## src/rtl/pulse_output_pkg.sv

```systemverilog
// constants for the pulse output control block
package pulse_output_pkg;
   // register word indexes on the apb bus, placed at paddr bits 9:2
   localparam logic [7:0] DELAY_AUX_ADDR    = 8'ha1;
   localparam logic [7:0] PRIMARY_CTRL_ADDR = 8'ha4;
   // reset values
   localparam logic [7:0] DELAY_AUX_RESET    = 8'h00;
   localparam logic [7:0] PRIMARY_CTRL_RESET = 8'h00;
   // primary control field positions
   localparam int FIXED_DUTY_BIT = 7;
   localparam int HALF_FREQ_BIT  = 6;
   localparam int CYCLE_MSB      = 5;
   localparam int CYCLE_LSB      = 3;
   localparam int WIDTH_MSB      = 2;
   localparam int WIDTH_LSB      = 0;
   // delay register field positions
   localparam int DELAY_MSB         = 5;
   localparam int DELAY_LSB         = 3;
   localparam int CAPTURE_INV_BIT   = 2;
   localparam int CLOCK_DOUBLE_BIT  = 1;
   localparam int SRAM_DISABLE_BIT  = 0;
   localparam logic [7:0] DELAY_AUX_MASK = 8'h3f;
   // timing in clocks of one 67.8 ns step at 14.7456 MHz (one step = 1 clock)
   localparam int STEP_CLOCKS     = 1;
   localparam int CYCLE_BASE      = 15;
   localparam int CYCLE_STEP      = 10;
   localparam int WIDTH_ZERO      = 8;
   localparam int DELAY_BASE      = 4;
   localparam int FIXED_DUTY_DIV  = 12;
   localparam int FIXED_75_HIGH   = 9;
   localparam int FIXED_67_HIGH   = 8;
endpackage

```

## src/rtl/pulse_delay_line.sv

```systemverilog
// delays a level by a programmable 4..11 clocks
`timescale 1ns/1ps
module pulse_delay_line
   import pulse_output_pkg::*;
#(
   parameter int DEPTH = 11
) (
   input  wire logic       core_clk_in,
   input  wire logic       reset_in,
   input  wire logic       level_in,
   input  wire logic [2:0] delay_code_in,
   output logic            level_out
);
   logic [DEPTH-1:0] tap_reg;
   logic [3:0]       sel;

   // shift register so every change is delayed, even changes closer than the delay
   always_ff @(posedge core_clk_in) begin
      if (reset_in) begin
         tap_reg <= '0;
      end else begin
         tap_reg <= {tap_reg[DEPTH-2:0], level_in};
      end
   end

   assign sel = 4'(DELAY_BASE - 1) + {1'b0, delay_code_in};

   always_ff @(posedge core_clk_in) begin
      if (reset_in) begin
         level_out <= 1'b0;
      end else begin
         level_out <= tap_reg[sel - 4'h1];
      end
   end
endmodule

```

## src/rtl/pulse_output_control.sv

```systemverilog
// pulse output control with apb register access
`timescale 1ns/1ps
module pulse_output_control
   import pulse_output_pkg::*;
(
   input  wire logic        core_clk_in,
   input  wire logic        reset_in,
   input  wire logic        psel_in,
   input  wire logic        penable_in,
   input  wire logic        pwrite_in,
   input  wire logic [11:0] paddr_in,
   input  wire logic [31:0] pwdata_in,
   input  wire logic [3:0]  pstrb_in,
   output logic [31:0]      prdata_out,
   output logic             pready_out,
   output logic             pslverr_out,
   output logic             primary_pulse_output_out,
   output logic             delayed_pulse_output_out,
   output logic             fixed_duty_pulse_output_out,
   output logic             capture_pin_invert_out,
   output logic             clock_double_select_out,
   output logic             internal_sram_disable_out
);
   ////////////////////////////////////////////////////////////////////////////
   logic [7:0] primary_ctrl_reg;
   logic [7:0] delay_aux_reg;
   logic       access;
   logic       hit_primary;
   logic       hit_delay;
   logic       wr_ok;

   assign access      = psel_in && penable_in;
   assign hit_primary = paddr_in == {2'b00, PRIMARY_CTRL_ADDR, 2'b00};
   assign hit_delay   = paddr_in == {2'b00, DELAY_AUX_ADDR, 2'b00};
   // whole byte only: writes without the byte 0 strobe are refused with an error
   assign wr_ok       = pstrb_in[0];
   assign pready_out  = 1'b1;

   always_comb begin
      pslverr_out = 1'b0;
      if (access && !(hit_primary || hit_delay)) begin
         pslverr_out = 1'b1;
      end else if (access && pwrite_in && !wr_ok) begin
         pslverr_out = 1'b1;
      end
   end

   always_ff @(posedge core_clk_in) begin
      if (reset_in) begin
         primary_ctrl_reg <= PRIMARY_CTRL_RESET;
      end else if (access && pwrite_in && hit_primary && wr_ok) begin
         primary_ctrl_reg <= pwdata_in[7:0];
      end
   end

   always_ff @(posedge core_clk_in) begin
      if (reset_in) begin
         delay_aux_reg <= DELAY_AUX_RESET;
      end else if (access && pwrite_in && hit_delay && wr_ok) begin
         delay_aux_reg <= pwdata_in[7:0] & DELAY_AUX_MASK;
      end
   end

   always_ff @(posedge core_clk_in) begin
      if (reset_in) begin
         prdata_out <= 32'h0;
      end else if (psel_in && !penable_in && !pwrite_in) begin
         if (hit_primary) begin
            prdata_out <= {24'h0, primary_ctrl_reg};
         end else if (hit_delay) begin
            prdata_out <= {24'h0, delay_aux_reg};
         end else begin
            prdata_out <= 32'h0;
         end
      end
   end

   assign capture_pin_invert_out    = delay_aux_reg[CAPTURE_INV_BIT];
   assign clock_double_select_out   = delay_aux_reg[CLOCK_DOUBLE_BIT];
   assign internal_sram_disable_out = delay_aux_reg[SRAM_DISABLE_BIT];

   ////////////////////////////////////////////////////////////////////////////
   // primary output: period and high time in steps
   logic [2:0] cycle_code;
   logic [2:0] width_code;
   logic [7:0] period_steps;
   logic [7:0] high_steps;
   logic [8:0] limit;
   logic [8:0] high_limit;
   logic [8:0] count_reg;

   assign cycle_code   = primary_ctrl_reg[CYCLE_MSB:CYCLE_LSB];
   assign width_code   = primary_ctrl_reg[WIDTH_MSB:WIDTH_LSB];
   assign period_steps = 8'(CYCLE_BASE) + 8'(CYCLE_STEP * cycle_code);
   assign high_steps   = (width_code == 3'h0) ? 8'(WIDTH_ZERO) : {5'h0, width_code};
   // half frequency doubles both period and high time so duty is kept
   assign limit      = primary_ctrl_reg[HALF_FREQ_BIT] ? {period_steps, 1'b0}
                                                       : {1'b0, period_steps};
   assign high_limit = primary_ctrl_reg[HALF_FREQ_BIT] ? {high_steps, 1'b0}
                                                       : {1'b0, high_steps};

   always_ff @(posedge core_clk_in) begin
      if (reset_in) begin
         count_reg <= 9'h0;
      end else if (count_reg >= limit - 9'h1) begin
         count_reg <= 9'h0;
      end else begin
         count_reg <= count_reg + 9'h1;
      end
   end

   always_ff @(posedge core_clk_in) begin
      if (reset_in) begin
         primary_pulse_output_out <= 1'b0;
      end else begin
         primary_pulse_output_out <= count_reg < high_limit;
      end
   end

   ////////////////////////////////////////////////////////////////////////////
   // delayed copy of the primary output
   pulse_delay_line #(
      .DEPTH (11)
   ) u_delay (
      .core_clk_in   (core_clk_in),
      .reset_in      (reset_in),
      .level_in      (primary_pulse_output_out),
      .delay_code_in (delay_aux_reg[DELAY_MSB:DELAY_LSB]),
      .level_out     (delayed_pulse_output_out)
   );

   ////////////////////////////////////////////////////////////////////////////
   // fixed duty output over a twelve-clock frame
   logic [3:0] duty_cnt_reg;

   always_ff @(posedge core_clk_in) begin
      if (reset_in) begin
         duty_cnt_reg <= 4'h0;
      end else if (duty_cnt_reg == 4'(FIXED_DUTY_DIV - 1)) begin
         duty_cnt_reg <= 4'h0;
      end else begin
         duty_cnt_reg <= duty_cnt_reg + 4'h1;
      end
   end

   always_ff @(posedge core_clk_in) begin
      if (reset_in) begin
         fixed_duty_pulse_output_out <= 1'b0;
      end else if (primary_ctrl_reg[FIXED_DUTY_BIT]) begin
         fixed_duty_pulse_output_out <= duty_cnt_reg < 4'(FIXED_75_HIGH);
      end else begin
         fixed_duty_pulse_output_out <= duty_cnt_reg < 4'(FIXED_67_HIGH);
      end
   end

   ////////////////////////////////////////////////////////////////////////////
   // one check per delay code, since the depth of $past must be a constant
   // only the code used at the previous edge matters, so one stable cycle is enough
   for (genvar c = 0; c < 8; c++) begin : g_delay_chk

   end
endmodule

```

## config.mk

```make
export PLATFORM = sky130hd
export DESIGN_NAME = pulse_output_control
export DESIGN_NICKNAME = d
export VERILOG_FILES = /design/src/rtl/pulse_output_pkg.sv /design/src/rtl/pulse_delay_line.sv /design/src/rtl/pulse_output_control.sv
export SDC_FILE = /design/constraint.sdc
export NUM_CORES = 1
export LEC_CHECK = 0
export ABC_AREA = 1
export BUFFER_PORTS_ARGS = -buffer_cell sky130_fd_sc_hd__buf_2
export CORE_ASPECT_RATIO = 0.8
export CORE_MARGIN = 1.5
export CORE_UTILIZATION = 35
export CTS_CLUSTER_SIZE = 24
export DETAILED_ROUTE_END_ITERATION = 8
export SYNTH_ARGS = -nofsm -noshare
export SYNTH_HDL_FRONTEND = slang
export SYNTH_HIERARCHICAL = 1
export SYNTH_SLANG_ARGS = --single-unit
```

## constraint.sdc

```tcl
create_clock -name core_clk_in -period 2.1 [get_ports core_clk_in]
set_input_delay 0.525 -clock core_clk_in [delete_from_list [all_inputs] [get_ports core_clk_in]]
set_output_delay 0.525 -clock core_clk_in [all_outputs]
set_load 0.01 [all_outputs]
```

==> results of run 1 <==
cell usage after synthesis, drive strengths merged, types with 3 or more instances:
master	count	area (sq um)
inv	52	198
xnor2	3	26.3
a21oi	10	61.3
xor2	8	70.1
buf	34	277
nor2	70	353
nand2	64	260
nand4	17	106
nand3	42	253
dfxtp	49	981
ha	21	263
o21a	7	52.6
o21ai	12	60.1
metrics by stage:
step                setup WS, ns  TNS [ns]  hold WS, ns  util, %  cell area, sq um
floorplan                0.00616         0        0.403        -              3170
global placement          -0.143     -1.21        0.410     38.9              3300
detailed placement        -0.183     -1.55        0.417     38.9              3300
CTS                       -0.176     -1.51        0.431     40.8              3460
global route              -0.292     -2.46        0.446     41.2              3490
finish                    -0.151     -1.23        0.432     41.2              3490
routing by layer:
layer / share of wire (%) / wire (microns) / track usage [%] / vias to the layer above
met1: 48 / 2950 / 18.4 / 1140
met3: 4.4 / 269 / 2.63 / 7
met2: 46 / 2800 / 22.8 / 66
met4: 1.5 / 93 / 5.74 / 0
li1: - / - / - / 1323
met5: 0 / 0 / 0 / -
logic make-up after synthesis:
logic type      Yosys count  synth area share, %
simple gates            200                 33.7
buf+inv                  88                 15.7
flops                    49                 32.1
compound gates           31                 6.18
fa+ha+maj                21                 8.59
xor+xnor                 11                 3.15
other cells               2                0.245
mux                       1                0.327
power by group:
group          internal, mW  switching (mW)  total, mW  leakage [nW]
registers             0.951          0.0162      0.967         0.400
logic                0.0671           0.116      0.184          1.26
clock network         0.237           0.335      0.571        0.0445
worst max path at each step:
stage / end / slack, ns / cells after the start
final: count_reg[0]$_SDFF_PP0_ / -0.15 / 12
after global routing: count_reg[0]$_SDFF_PP0_ / -0.29 / 12
after CTS: count_reg[0]$_SDFF_PP0_ / -0.18 / 12
after detailed placement: count_reg[0]$_SDFF_PP0_ / -0.18 / 12
after global placement: count_reg[7]$_SDFF_PP0_ / -0.14 / 12
after floorplan: count_reg[7]$_SDFF_PP0_ / 0.006 / 12
worst reg2reg max path, delay by kind of cell (launching register included):
kind | cells | cell delay [ns]
buffers and inverters | 1 | 0.07
xor gates and xnor gates | 1 | 0.17
and+or+nand+nor | 5 | 0.60
adders and majority gates | 4 | 0.88
DFF | 1 | 0.35
AOI/OAI and AO/OA | 1 | 0.08
layout make-up:
cell class / instances / area, sq um
Fill cell: 909 / 4990
Multi-Input combinational cell: 290 / 1800
Sequential cell: 49 / 985
Timing Repair Buffer: 50 / 275
Inverter: 52 / 200
Tap cell: 112 / 140
Clock buffer: 5 / 68.8
Clock inverter: 3 / 21.3
timing repair:
item,CTS,global route
gates resized for setup,13,9
pin swaps,12,9
cloned,1,0
setup endpoints to repair,9,9
setup buffers,0,0
==> results.tsv, run 1 <==
stage	metric	value	unit
synthesis	yosysWarnings	6	
clocking	clk_pin_slew	0.10	ns
timing	slew_violations	0	
floorplan	die_y	86.6	microns
timing	finalWorstSetupSlack	-0.151	ns
critical_path	path_class	register to register	
layout	antenna_cells	0	
floorplan	core-area	0.00848	sq mm
outcome	outcome	complete, but fails checks	
job	maxCapViolCount	0	
synthesis	yosysSeqAreaShare	32.1	%
floorplan	die_w	108	microns
synthesis	syn_inst	403	
global_route	grt_max_degree	29	
clocking	postCtsHoldBufs	0	
critical_path	crit_path_start_kind	register	
timing	max_freq	444	MHz
critical_path	crit_required	2.30	ns
critical_path	critical_path.cell_chain	ha_4 -> ha_4 -> ha_4 -> inv_4 -> xor2_2 -> o21ai_1 -> ha_1 -> nand2_2 -> nor2_4 -> nand4_1 -> nand3_4 -> nor2_1	
placed_design	io_buffers	40	
critical_path	critPathArrivalTime	2.45	ns
floorplan	start_util	36.1	%
critical_path	slowest_delay	0.35	ns
critical_path	cp_common_cell	ha_4	
hold_path	whs_path_depth	2	
layout	stdcell_count	561	
critical_path	critical_path.slowest_cell	dfxtp_2	
critical_path	reg2reg_from	primary_ctrl_reg[5]$_SDFFE_PP0P_	
route	antenna_left	0	
timing	hold_viol_final	0	
global_route	grt_pass1_vias	2359	
timing	setup_viol	9	
synthesis	synth_area	0.00306	sq mm
floorplan	rows	30	
clocking	numCtsBuffers	5	
route	viasPerCell	4.52	
placed_design	dp_cells	552	
layout	largest_reg_flops	11	
route	routed_wl	6120	microns
synthesis	synth_cell_types	37	
critical_path	rr_worst_depth	12	
layout	drive_gt1_share	24.9	%
route	dr_total_vias	2536	
critical_path	cp-end-kind	register	
critical_path	cp.buffers_inverters	1	
floorplan	dieArea	0.00931	sq mm
global_route	grt_overflow	0	
clocking	clk_latency	0.31	ns
outcome	failed_checks	setup timing	
critical_path	crit_path_max_fanout	5	
clocking	cts_root_buffer	clkbuf_8	
power	peakVddDrop	238	uV
hold_path	hold_path_class	register to register	
route	drt_iter0_drc	92	
hold_path	min_to	u_delay/tap_reg[10]$_SDFF_PP0_	
synthesis	ys.flop_type	dfxtp_1	
floorplan	ios	93	
layout	syn_to_final_growth	14.1	%
critical_path	cp_top_family	adder cells	
global_route	grt_usage	14.0	%
layout	nets	522	
route	wl_per_cell	10.9	microns
timing	grt_setup_unrepaired	yes	
power	totalPowerFinal	1.72	mW
timing	period_share	107	%
power	power_density	493	mW/mm^2
clocking	cts.sinks	49	
clocking	cts_tree	yes	
global_route	antenna_found_initial	0	
synthesis	synth_edf_count	0	
synthesis	ys_ff_latch	49	
power	leakagePower	1.70	nW
synthesis	synthArstFlopShare	0	%
placed_design	routabilityCongestion	0.773	
critical_path	crit_start	primary_ctrl_reg[5]$_SDFFE_PP0P_	
clocking	htreeDepth	2	
clocking	cts_buffer_depth	2	
placed_design	dp_hpwl	4570	microns
route	drcViolationCount	0	
route	drtPass1Iterations	4	
layout	final_cell_mix	nand2_1, nor2_1, inv_1, dfxtp_1, buf_2	
critical_path	r2r_slack	-0.15	ns
timing	fin_crit	2.25	ns
timing	relSlewSlack	50.2	%
synthesis	synth.avg_cell_area	7.59	sq um
hold_path	worstHoldStart	u_delay/tap_reg[9]$_SDFF_PP0_	
global_route	grt_pass1_wl	10400	microns
timing	skew	0.00956	ns
critical_path	r2r-end	count_reg[0]$_SDFF_PP0_	
timing	tightest_slew	0.746	ns
(Power assumes the default switching activity.)
==> run 2: changes to the inputs <==
--- a/config.mk
+++ b/config.mk
@@ -9,7 +9,7 @@
 export BUFFER_PORTS_ARGS = -buffer_cell sky130_fd_sc_hd__buf_2
 export CORE_ASPECT_RATIO = 0.8
 export CORE_MARGIN = 1.5
-export CORE_UTILIZATION = 35
+export CORE_UTILIZATION = 25
 export CTS_CLUSTER_SIZE = 24
 export DETAILED_ROUTE_END_ITERATION = 8
 export SYNTH_ARGS = -nofsm -noshare
==> run 2 against run 1 <==
The flow still finishes with violations (setup timing). Via count up 1.3%. Sequential share of layout area fell by 1.3 points. Final cell count grew 6.8%. Total power increased by 18%. Fmax rose by 1.7%. Count of clock-buffer cells in the layout is the same. Critical path depth unchanged. Sequential power hardly changed. Die area up 39%. Highest routed layer unchanged.
==> results.tsv, run 2 (synthesized netlist as in run 1, its figures left out) <==
stage	metric	value	unit	change
outcome	outcome	complete, but fails checks		
outcome	failed_checks	setup timing		
timing	slew_violations	0		unchanged
critical_path	crit_path_start_kind	register		
placed_design	dp_hpwl	4760	microns	+4.1%
placed_design	io_buffers	40		unchanged
layout	nets	525		+0.57%
power	switching_share	22.9	%	-4.3 points
timing	relSlewSlack	53.6	%	+3.4 points
global_route	grt_overflow	0		unchanged
placed_design	dpl_cell_area	0.00337	sq mm	+2.0%
power	power.internal	1.57	mW	+25%
timing	hold_ws	0.422	ns	-0.00973 ns
clocking	numCtsBuffers	5		unchanged
clocking	clk_pin_slew	0.06	ns	-0.04 ns
critical_path	crit_required	2.28	ns	-0.02 ns
job	maxCapViolCount	0		unchanged
route	viasPerCell	4.29		-5.2%
floorplan	die_w	127	microns	+18%
global_route	antenna_found_initial	0		unchanged
floorplan	start_util	26.1	%	-10 points
critical_path	path_class	register to register		
global_route	grt_pass1_vias	2434		+3.2%
timing	fin_crit	2.21	ns	-0.0386 ns
clocking	cts_root_buffer	clkbuf_16		
floorplan	dieArea	0.0129	sq mm	+39%
layout	multiInputGateArea	0.00183	sq mm	+1.7%
power	totalPowerFinal	2.04	mW	+18%
placed_design	dp_cells	591		+7.1%
route	dr_total_vias	2568		+1.3%
placed_design	pre_cts_ws	-0.163	ns	+0.0202 ns
power	seqPwrFrac	47.4	%	-8.8 points
layout	fin_area	0.00366	sq mm	+4.8%
critical_path	critPathArrivalTime	2.39	ns	-0.06 ns
layout	drive_gt1_share	25.9	%	+1.0 points
layout	seq_area	983	sq um	-0.13%
power	p_clk_share	43.5	%	+10 points
critical_path	crit_path_max_fanout	5		unchanged
layout	fin_util	31.2	%	-10 points
route	routed_wl	6240	microns	+1.9%
layout	num-fill-cells	1245		+37%
floorplan	die_y	102	microns	+18%
placed_design	routabilityCongestion	0.778		+0.61%
timing	finalWorstSetupSlack	-0.112	ns	+0.0386 ns
power	power_switching	0.466	mW	-0.20%
clocking	htreeDepth	2		unchanged
global_route	grt_max_degree	29		unchanged
global_route	grt_pass1_wl	10600	microns	+2.3%
floorplan	ios	93		unchanged
route	drcViolationCount	0		unchanged
clocking	cts_buffer_depth	2		unchanged
route	antenna_left	0		unchanged
clocking	clk_latency	0.28	ns	-0.03 ns
floorplan	core-area	0.0117	sq mm	+38%
timing	grt_setup_unrepaired	yes		
clocking	cts_tree	yes		
route	wl_per_cell	10.4	microns	-4.5%
timing	hold_viol_final	0		unchanged
timing	finalSetupTns	-0.818	ns	+0.412 ns
timing	setup_viol	9		unchanged
hold_path	whs_path_depth	2		unchanged
power	combPwrFrac	9.1	%	-1.6 points
timing	max_freq	452	MHz	+1.7%
layout	stdcell_count	599		+6.8%
route	drtPass1Iterations	4		unchanged
global_route	grt_usage	10.1	%	-3.9 points
timing	period_share	105	%	-1.8 points
floorplan	rows	35		+17%
route	drt_iter0_drc	109		+18%
layout	final_cell_mix	nand2_1, nor2_1, dfxtp_1		
critical_path	cp-end-kind	register		
timing	skew	0.00247	ns	-0.00708 ns
clocking	post_cts_buffers	0		unchanged
layout	antenna_cells	0		unchanged
layout	syn_to_final_growth	19.6	%	
power	power_density	557	mW/mm^2	+13%
timing	tightest_slew	0.695	ns	-0.0515 ns
power	leakagePower	1.77	nW	+4.4%
power	peakVddDrop	297	uV	+25%
clocking	cts.sinks	49		unchanged
layout	largest_reg_flops	11		unchanged
critical_path	rr_worst_depth	12		unchanged
hold_path	hold_path_class	register to register		
-- run 2: cell types whose count changed in the layout (fill, tap and decap cells not counted), moves of 2 or more --
cell,before,now
buf_4,10,13
clkbuf_8,5,0
nand3_2,7,9
clkbuf_16,0,5
-- run 2: repair_timing --
item,in CTS,in global routing
cloned,1,0
endpoints found under the setup margin,9,9
pin swaps,12,13
hold buffers,0,0
resized for setup,13,15
-- run 2: worst paths after layout --
| kind | to | slack (ns) | startpoint |
|---|---|---|---|
| max reg2reg | count_reg[8]$_SDFF_PP0_ | -0.11 | primary_ctrl_reg[5]$_SDFFE_PP0P_ |
| max | count_reg[8]$_SDFF_PP0_ | -0.11 | primary_ctrl_reg[5]$_SDFFE_PP0P_ |
| min reg2reg | u_delay/tap_reg[0]$_SDFF_PP0_ | 0.42 | primary_pulse_output_out$_SDFF_PP0_ |
| min | u_delay/tap_reg[0]$_SDFF_PP0_ | 0.42 | primary_pulse_output_out$_SDFF_PP0_ |
-- run 2: power by group through the flow --
stage | sequential, mW | clock, mW | combinational [mW]
floorplan | 0.990 | 0 | 0.157
global placement | 0.987 | 0 | 0.178
detailed placement | 0.988 | 0 | 0.184
CTS | 0.967 | 0.911 | 0.186
global route | 0.969 | 0.952 | 0.214
finish | 0.967 | 0.888 | 0.185
-- run 2: worst max-delay path, cell delays in order, from the launching register on --
cell and delay (ns):
dfxtp_2 0.33, ha_4 0.16, ha_4 0.15, ha_4 0.29
nand4_1 0.13, nand3_2 0.11, o21ai_2 0.07, ha_4 0.28
nand2_2 0.06, nor2_4 0.11, nand4_1 0.16, nand3_2 0.18
nor2_1 0.05
-- run 2: metal layers --
metal	up-vias	part of all wire, %	track usage [%]
met2	52	45	17.1
li1	1340	-	-
met4	0	1.2	3.32
met3	8	5.0	2.46
met1	1168	49	12.8
met5	-	0	0
-- run 2: cell type report --
class	instances	share of cell area (%)
inverters	52	5.54
clock inverters	2	0.957
well taps	148	5.06
repair buffers	53	8.14
clock buffers	5	3.42
multi-input cells	290	50.0
flip-flops and latches	49	26.9
==> run 3: changes to the inputs <==
--- a/config.mk
+++ b/config.mk
@@ -12,6 +12,7 @@
 export CORE_UTILIZATION = 25
 export CTS_CLUSTER_SIZE = 24
 export DETAILED_ROUTE_END_ITERATION = 8
+export MAX_ROUTING_LAYER = met4
 export SYNTH_ARGS = -nofsm -noshare
 export SYNTH_HDL_FRONTEND = slang
 export SYNTH_HIERARCHICAL = 1
==> run 3 against run 2 <==
The run still ends with setup timing left. Hold slack hardly changed. Register-to-register slack about the same. Critical path depth did not move. Critical endpoint is now count_reg[7]$_SDFF_PP0_. Largest cell class unchanged. Largest power group unchanged. Highest routed layer unchanged.
==> results.tsv, run 3 (synthesized netlist as in run 1, its figures left out) <==
stage	metric	value	unit	change
outcome	outcome	complete, but fails checks		
outcome	failed_checks	setup timing		
layout	num-fill-cells	1245		unchanged
route	dr_total_vias	2568		unchanged
route	drcViolationCount	0		unchanged
global_route	grt_max_degree	29		unchanged
route	drt_iter0_drc	105		-3.7%
route	routed_wl	6240	microns	about the same
timing	hold_viol_final	0		unchanged
global_route	grt_usage	10.4	%	+0.32 points
power	power_density	557	mW/mm^2	about the same
floorplan	rows	35		unchanged
timing	period_share	105	%	about the same
global_route	grt_pass1_vias	2439		+0.21%
critical_path	path_class	register to register		
clocking	cts_root_buffer	clkbuf_16		
route	viasPerCell	4.29		unchanged
timing	slew_violations	0		unchanged
layout	largest_reg_flops	11		unchanged
placed_design	pre_cts_ws	-0.163	ns	unchanged
route	drtPass1Iterations	4		unchanged
placed_design	io_buffers	40		unchanged
global_route	antenna_found_initial	0		unchanged
floorplan	die_w	127	microns	unchanged
route	wl_per_cell	10.4	microns	about the same
floorplan	die_y	102	microns	unchanged
critical_path	crit_path_max_fanout	5		unchanged
critical_path	cp-end-kind	register		
floorplan	ios	93		unchanged
timing	max_freq	452	MHz	about the same
clocking	clk_pin_slew	0.06	ns	about the same
critical_path	critPathArrivalTime	2.39	ns	about the same
clocking	cts_tree	yes		
timing	relSlewSlack	53.7	%	about the same
timing	fin_crit	2.21	ns	-0.000287 ns
placed_design	routabilityCongestion	0.789		+1.4%
clocking	htreeDepth	2		unchanged
timing	grt_setup_unrepaired	yes		
global_route	grt_overflow	0		unchanged
placed_design	dp_hpwl	4760	microns	unchanged
floorplan	dieArea	0.0129	sq mm	unchanged
clocking	postCtsHoldBufs	0		unchanged
global_route	grt_pass1_wl	10600	microns	about the same
critical_path	crit_path_start_kind	register		
clocking	numCtsBuffers	5		unchanged
layout	drive_gt1_share	25.9	%	unchanged
power	leakagePower	1.77	nW	unchanged
hold_path	hold_path_class	register to register		
timing	finalSetupTns	-0.817	ns	+0.000885 ns
timing	skew	0.00206	ns	-0.000415 ns
clocking	cts.sinks	49		unchanged
clocking	clk_latency	0.28	ns	about the same
power	peakVddDrop	298	uV	+0.44%
layout	antenna_cells	0		unchanged
timing	tightest_slew	0.694	ns	-0.000411 ns
layout	syn_to_final_growth	19.6	%	unchanged
floorplan	start_util	26.1	%	unchanged
clocking	cts_buffer_depth	2		unchanged
route	antenna_left	0		unchanged
timing	setup_viol	9		unchanged
timing	finalWorstSetupSlack	-0.112	ns	+0.000287 ns
layout	final_cell_mix	nand2_1, nor2_1, dfxtp_1		
critical_path	crit_required	2.28	ns	about the same
layout	fin_util	31.2	%	unchanged
layout	nets	525		unchanged
job	maxCapViolCount	0		unchanged
floorplan	core-area	0.0117	sq mm	unchanged
-- run 3: cell counts in the layout (fill, tap and decap cells not counted) --
Identical to the previous run, type by type.
-- run 3: repair_timing --
action / in CTS / in global routing
resized for setup: 13 / 15
gates cloned: 1 / 0
buffers inserted: 0 / 0
endpoints found under the setup margin: 9 / 9
pin swaps: 12 / 13
-- run 3: layout make-up --
type                            instances  area, sq um  area share, %
Tap cell                              148          185           5.06
Clock inverter                          2         35.0          0.957
Clock buffer                            5          125           3.42
Inverter                               52          203           5.54
Timing Repair Buffer                   53          298           8.14
Sequential cell                        49          983           26.9
Multi-Input combinational cell        290         1830           50.0
-- run 3: worst paths after layout --
path                                             from                       endpoint  slack (ns)  depth (start not counted)
setup / recovery     primary_ctrl_reg[5]$_SDFFE_PP0P_        count_reg[7]$_SDFF_PP0_       -0.11                         12
hold / removal    primary_pulse_output_out$_SDFF_PP0_  u_delay/tap_reg[0]$_SDFF_PP0_        0.42                          2
setup reg to reg     primary_ctrl_reg[5]$_SDFFE_PP0P_        count_reg[7]$_SDFF_PP0_       -0.11                         12
hold reg to reg   primary_pulse_output_out$_SDFF_PP0_  u_delay/tap_reg[0]$_SDFF_PP0_        0.42                          2
-- run 3: metal layers --
metal | GRT usage (%) | wire [microns]
met1 | 12.9 | 3080
met2 | 17.1 | 2780
met3 | 2.20 | 293
met4 | 3.58 | 91
met5 | - | 0
-- run 3: metrics by stage --
| stage | power, mW | hold WS, ns | cells | instance area [sq um] |
|---|---|---|---|---|
| final | 2.04 | 0.422 | 599 | 3660 |
| after global routing | 2.13 | 0.443 | 599 | 3660 |
| after floorplan | 1.15 | 0.403 | 426 | 3170 |
| after CTS | 2.06 | 0.426 | 599 | 3590 |
| after detailed placement | 1.17 | 0.417 | 591 | 3370 |
| after global placement | 1.16 | 0.415 | 591 | 3370 |
-- run 3: power breakdown --
part | leakage [nW] | switching [mW] | internal (mW)
Combinational | 1.30 | 0.116 | 0.0687
Clock | 0.0797 | 0.335 | 0.553
Sequential | 0.399 | 0.0152 | 0.952
Total | 1.77 | 0.467 | 1.57
-- run 3: worst max-delay path: stages (launching register included) --
cell     delay [ns]
dfxtp_2        0.33
ha_4           0.16
ha_4           0.15
ha_4           0.29
nand4_1        0.13
nand3_2        0.11
o21ai_2        0.07
ha_4           0.28
nand2_2        0.06
nor2_4         0.11
nand4_1        0.16
nand3_2        0.18
nor2_1         0.06
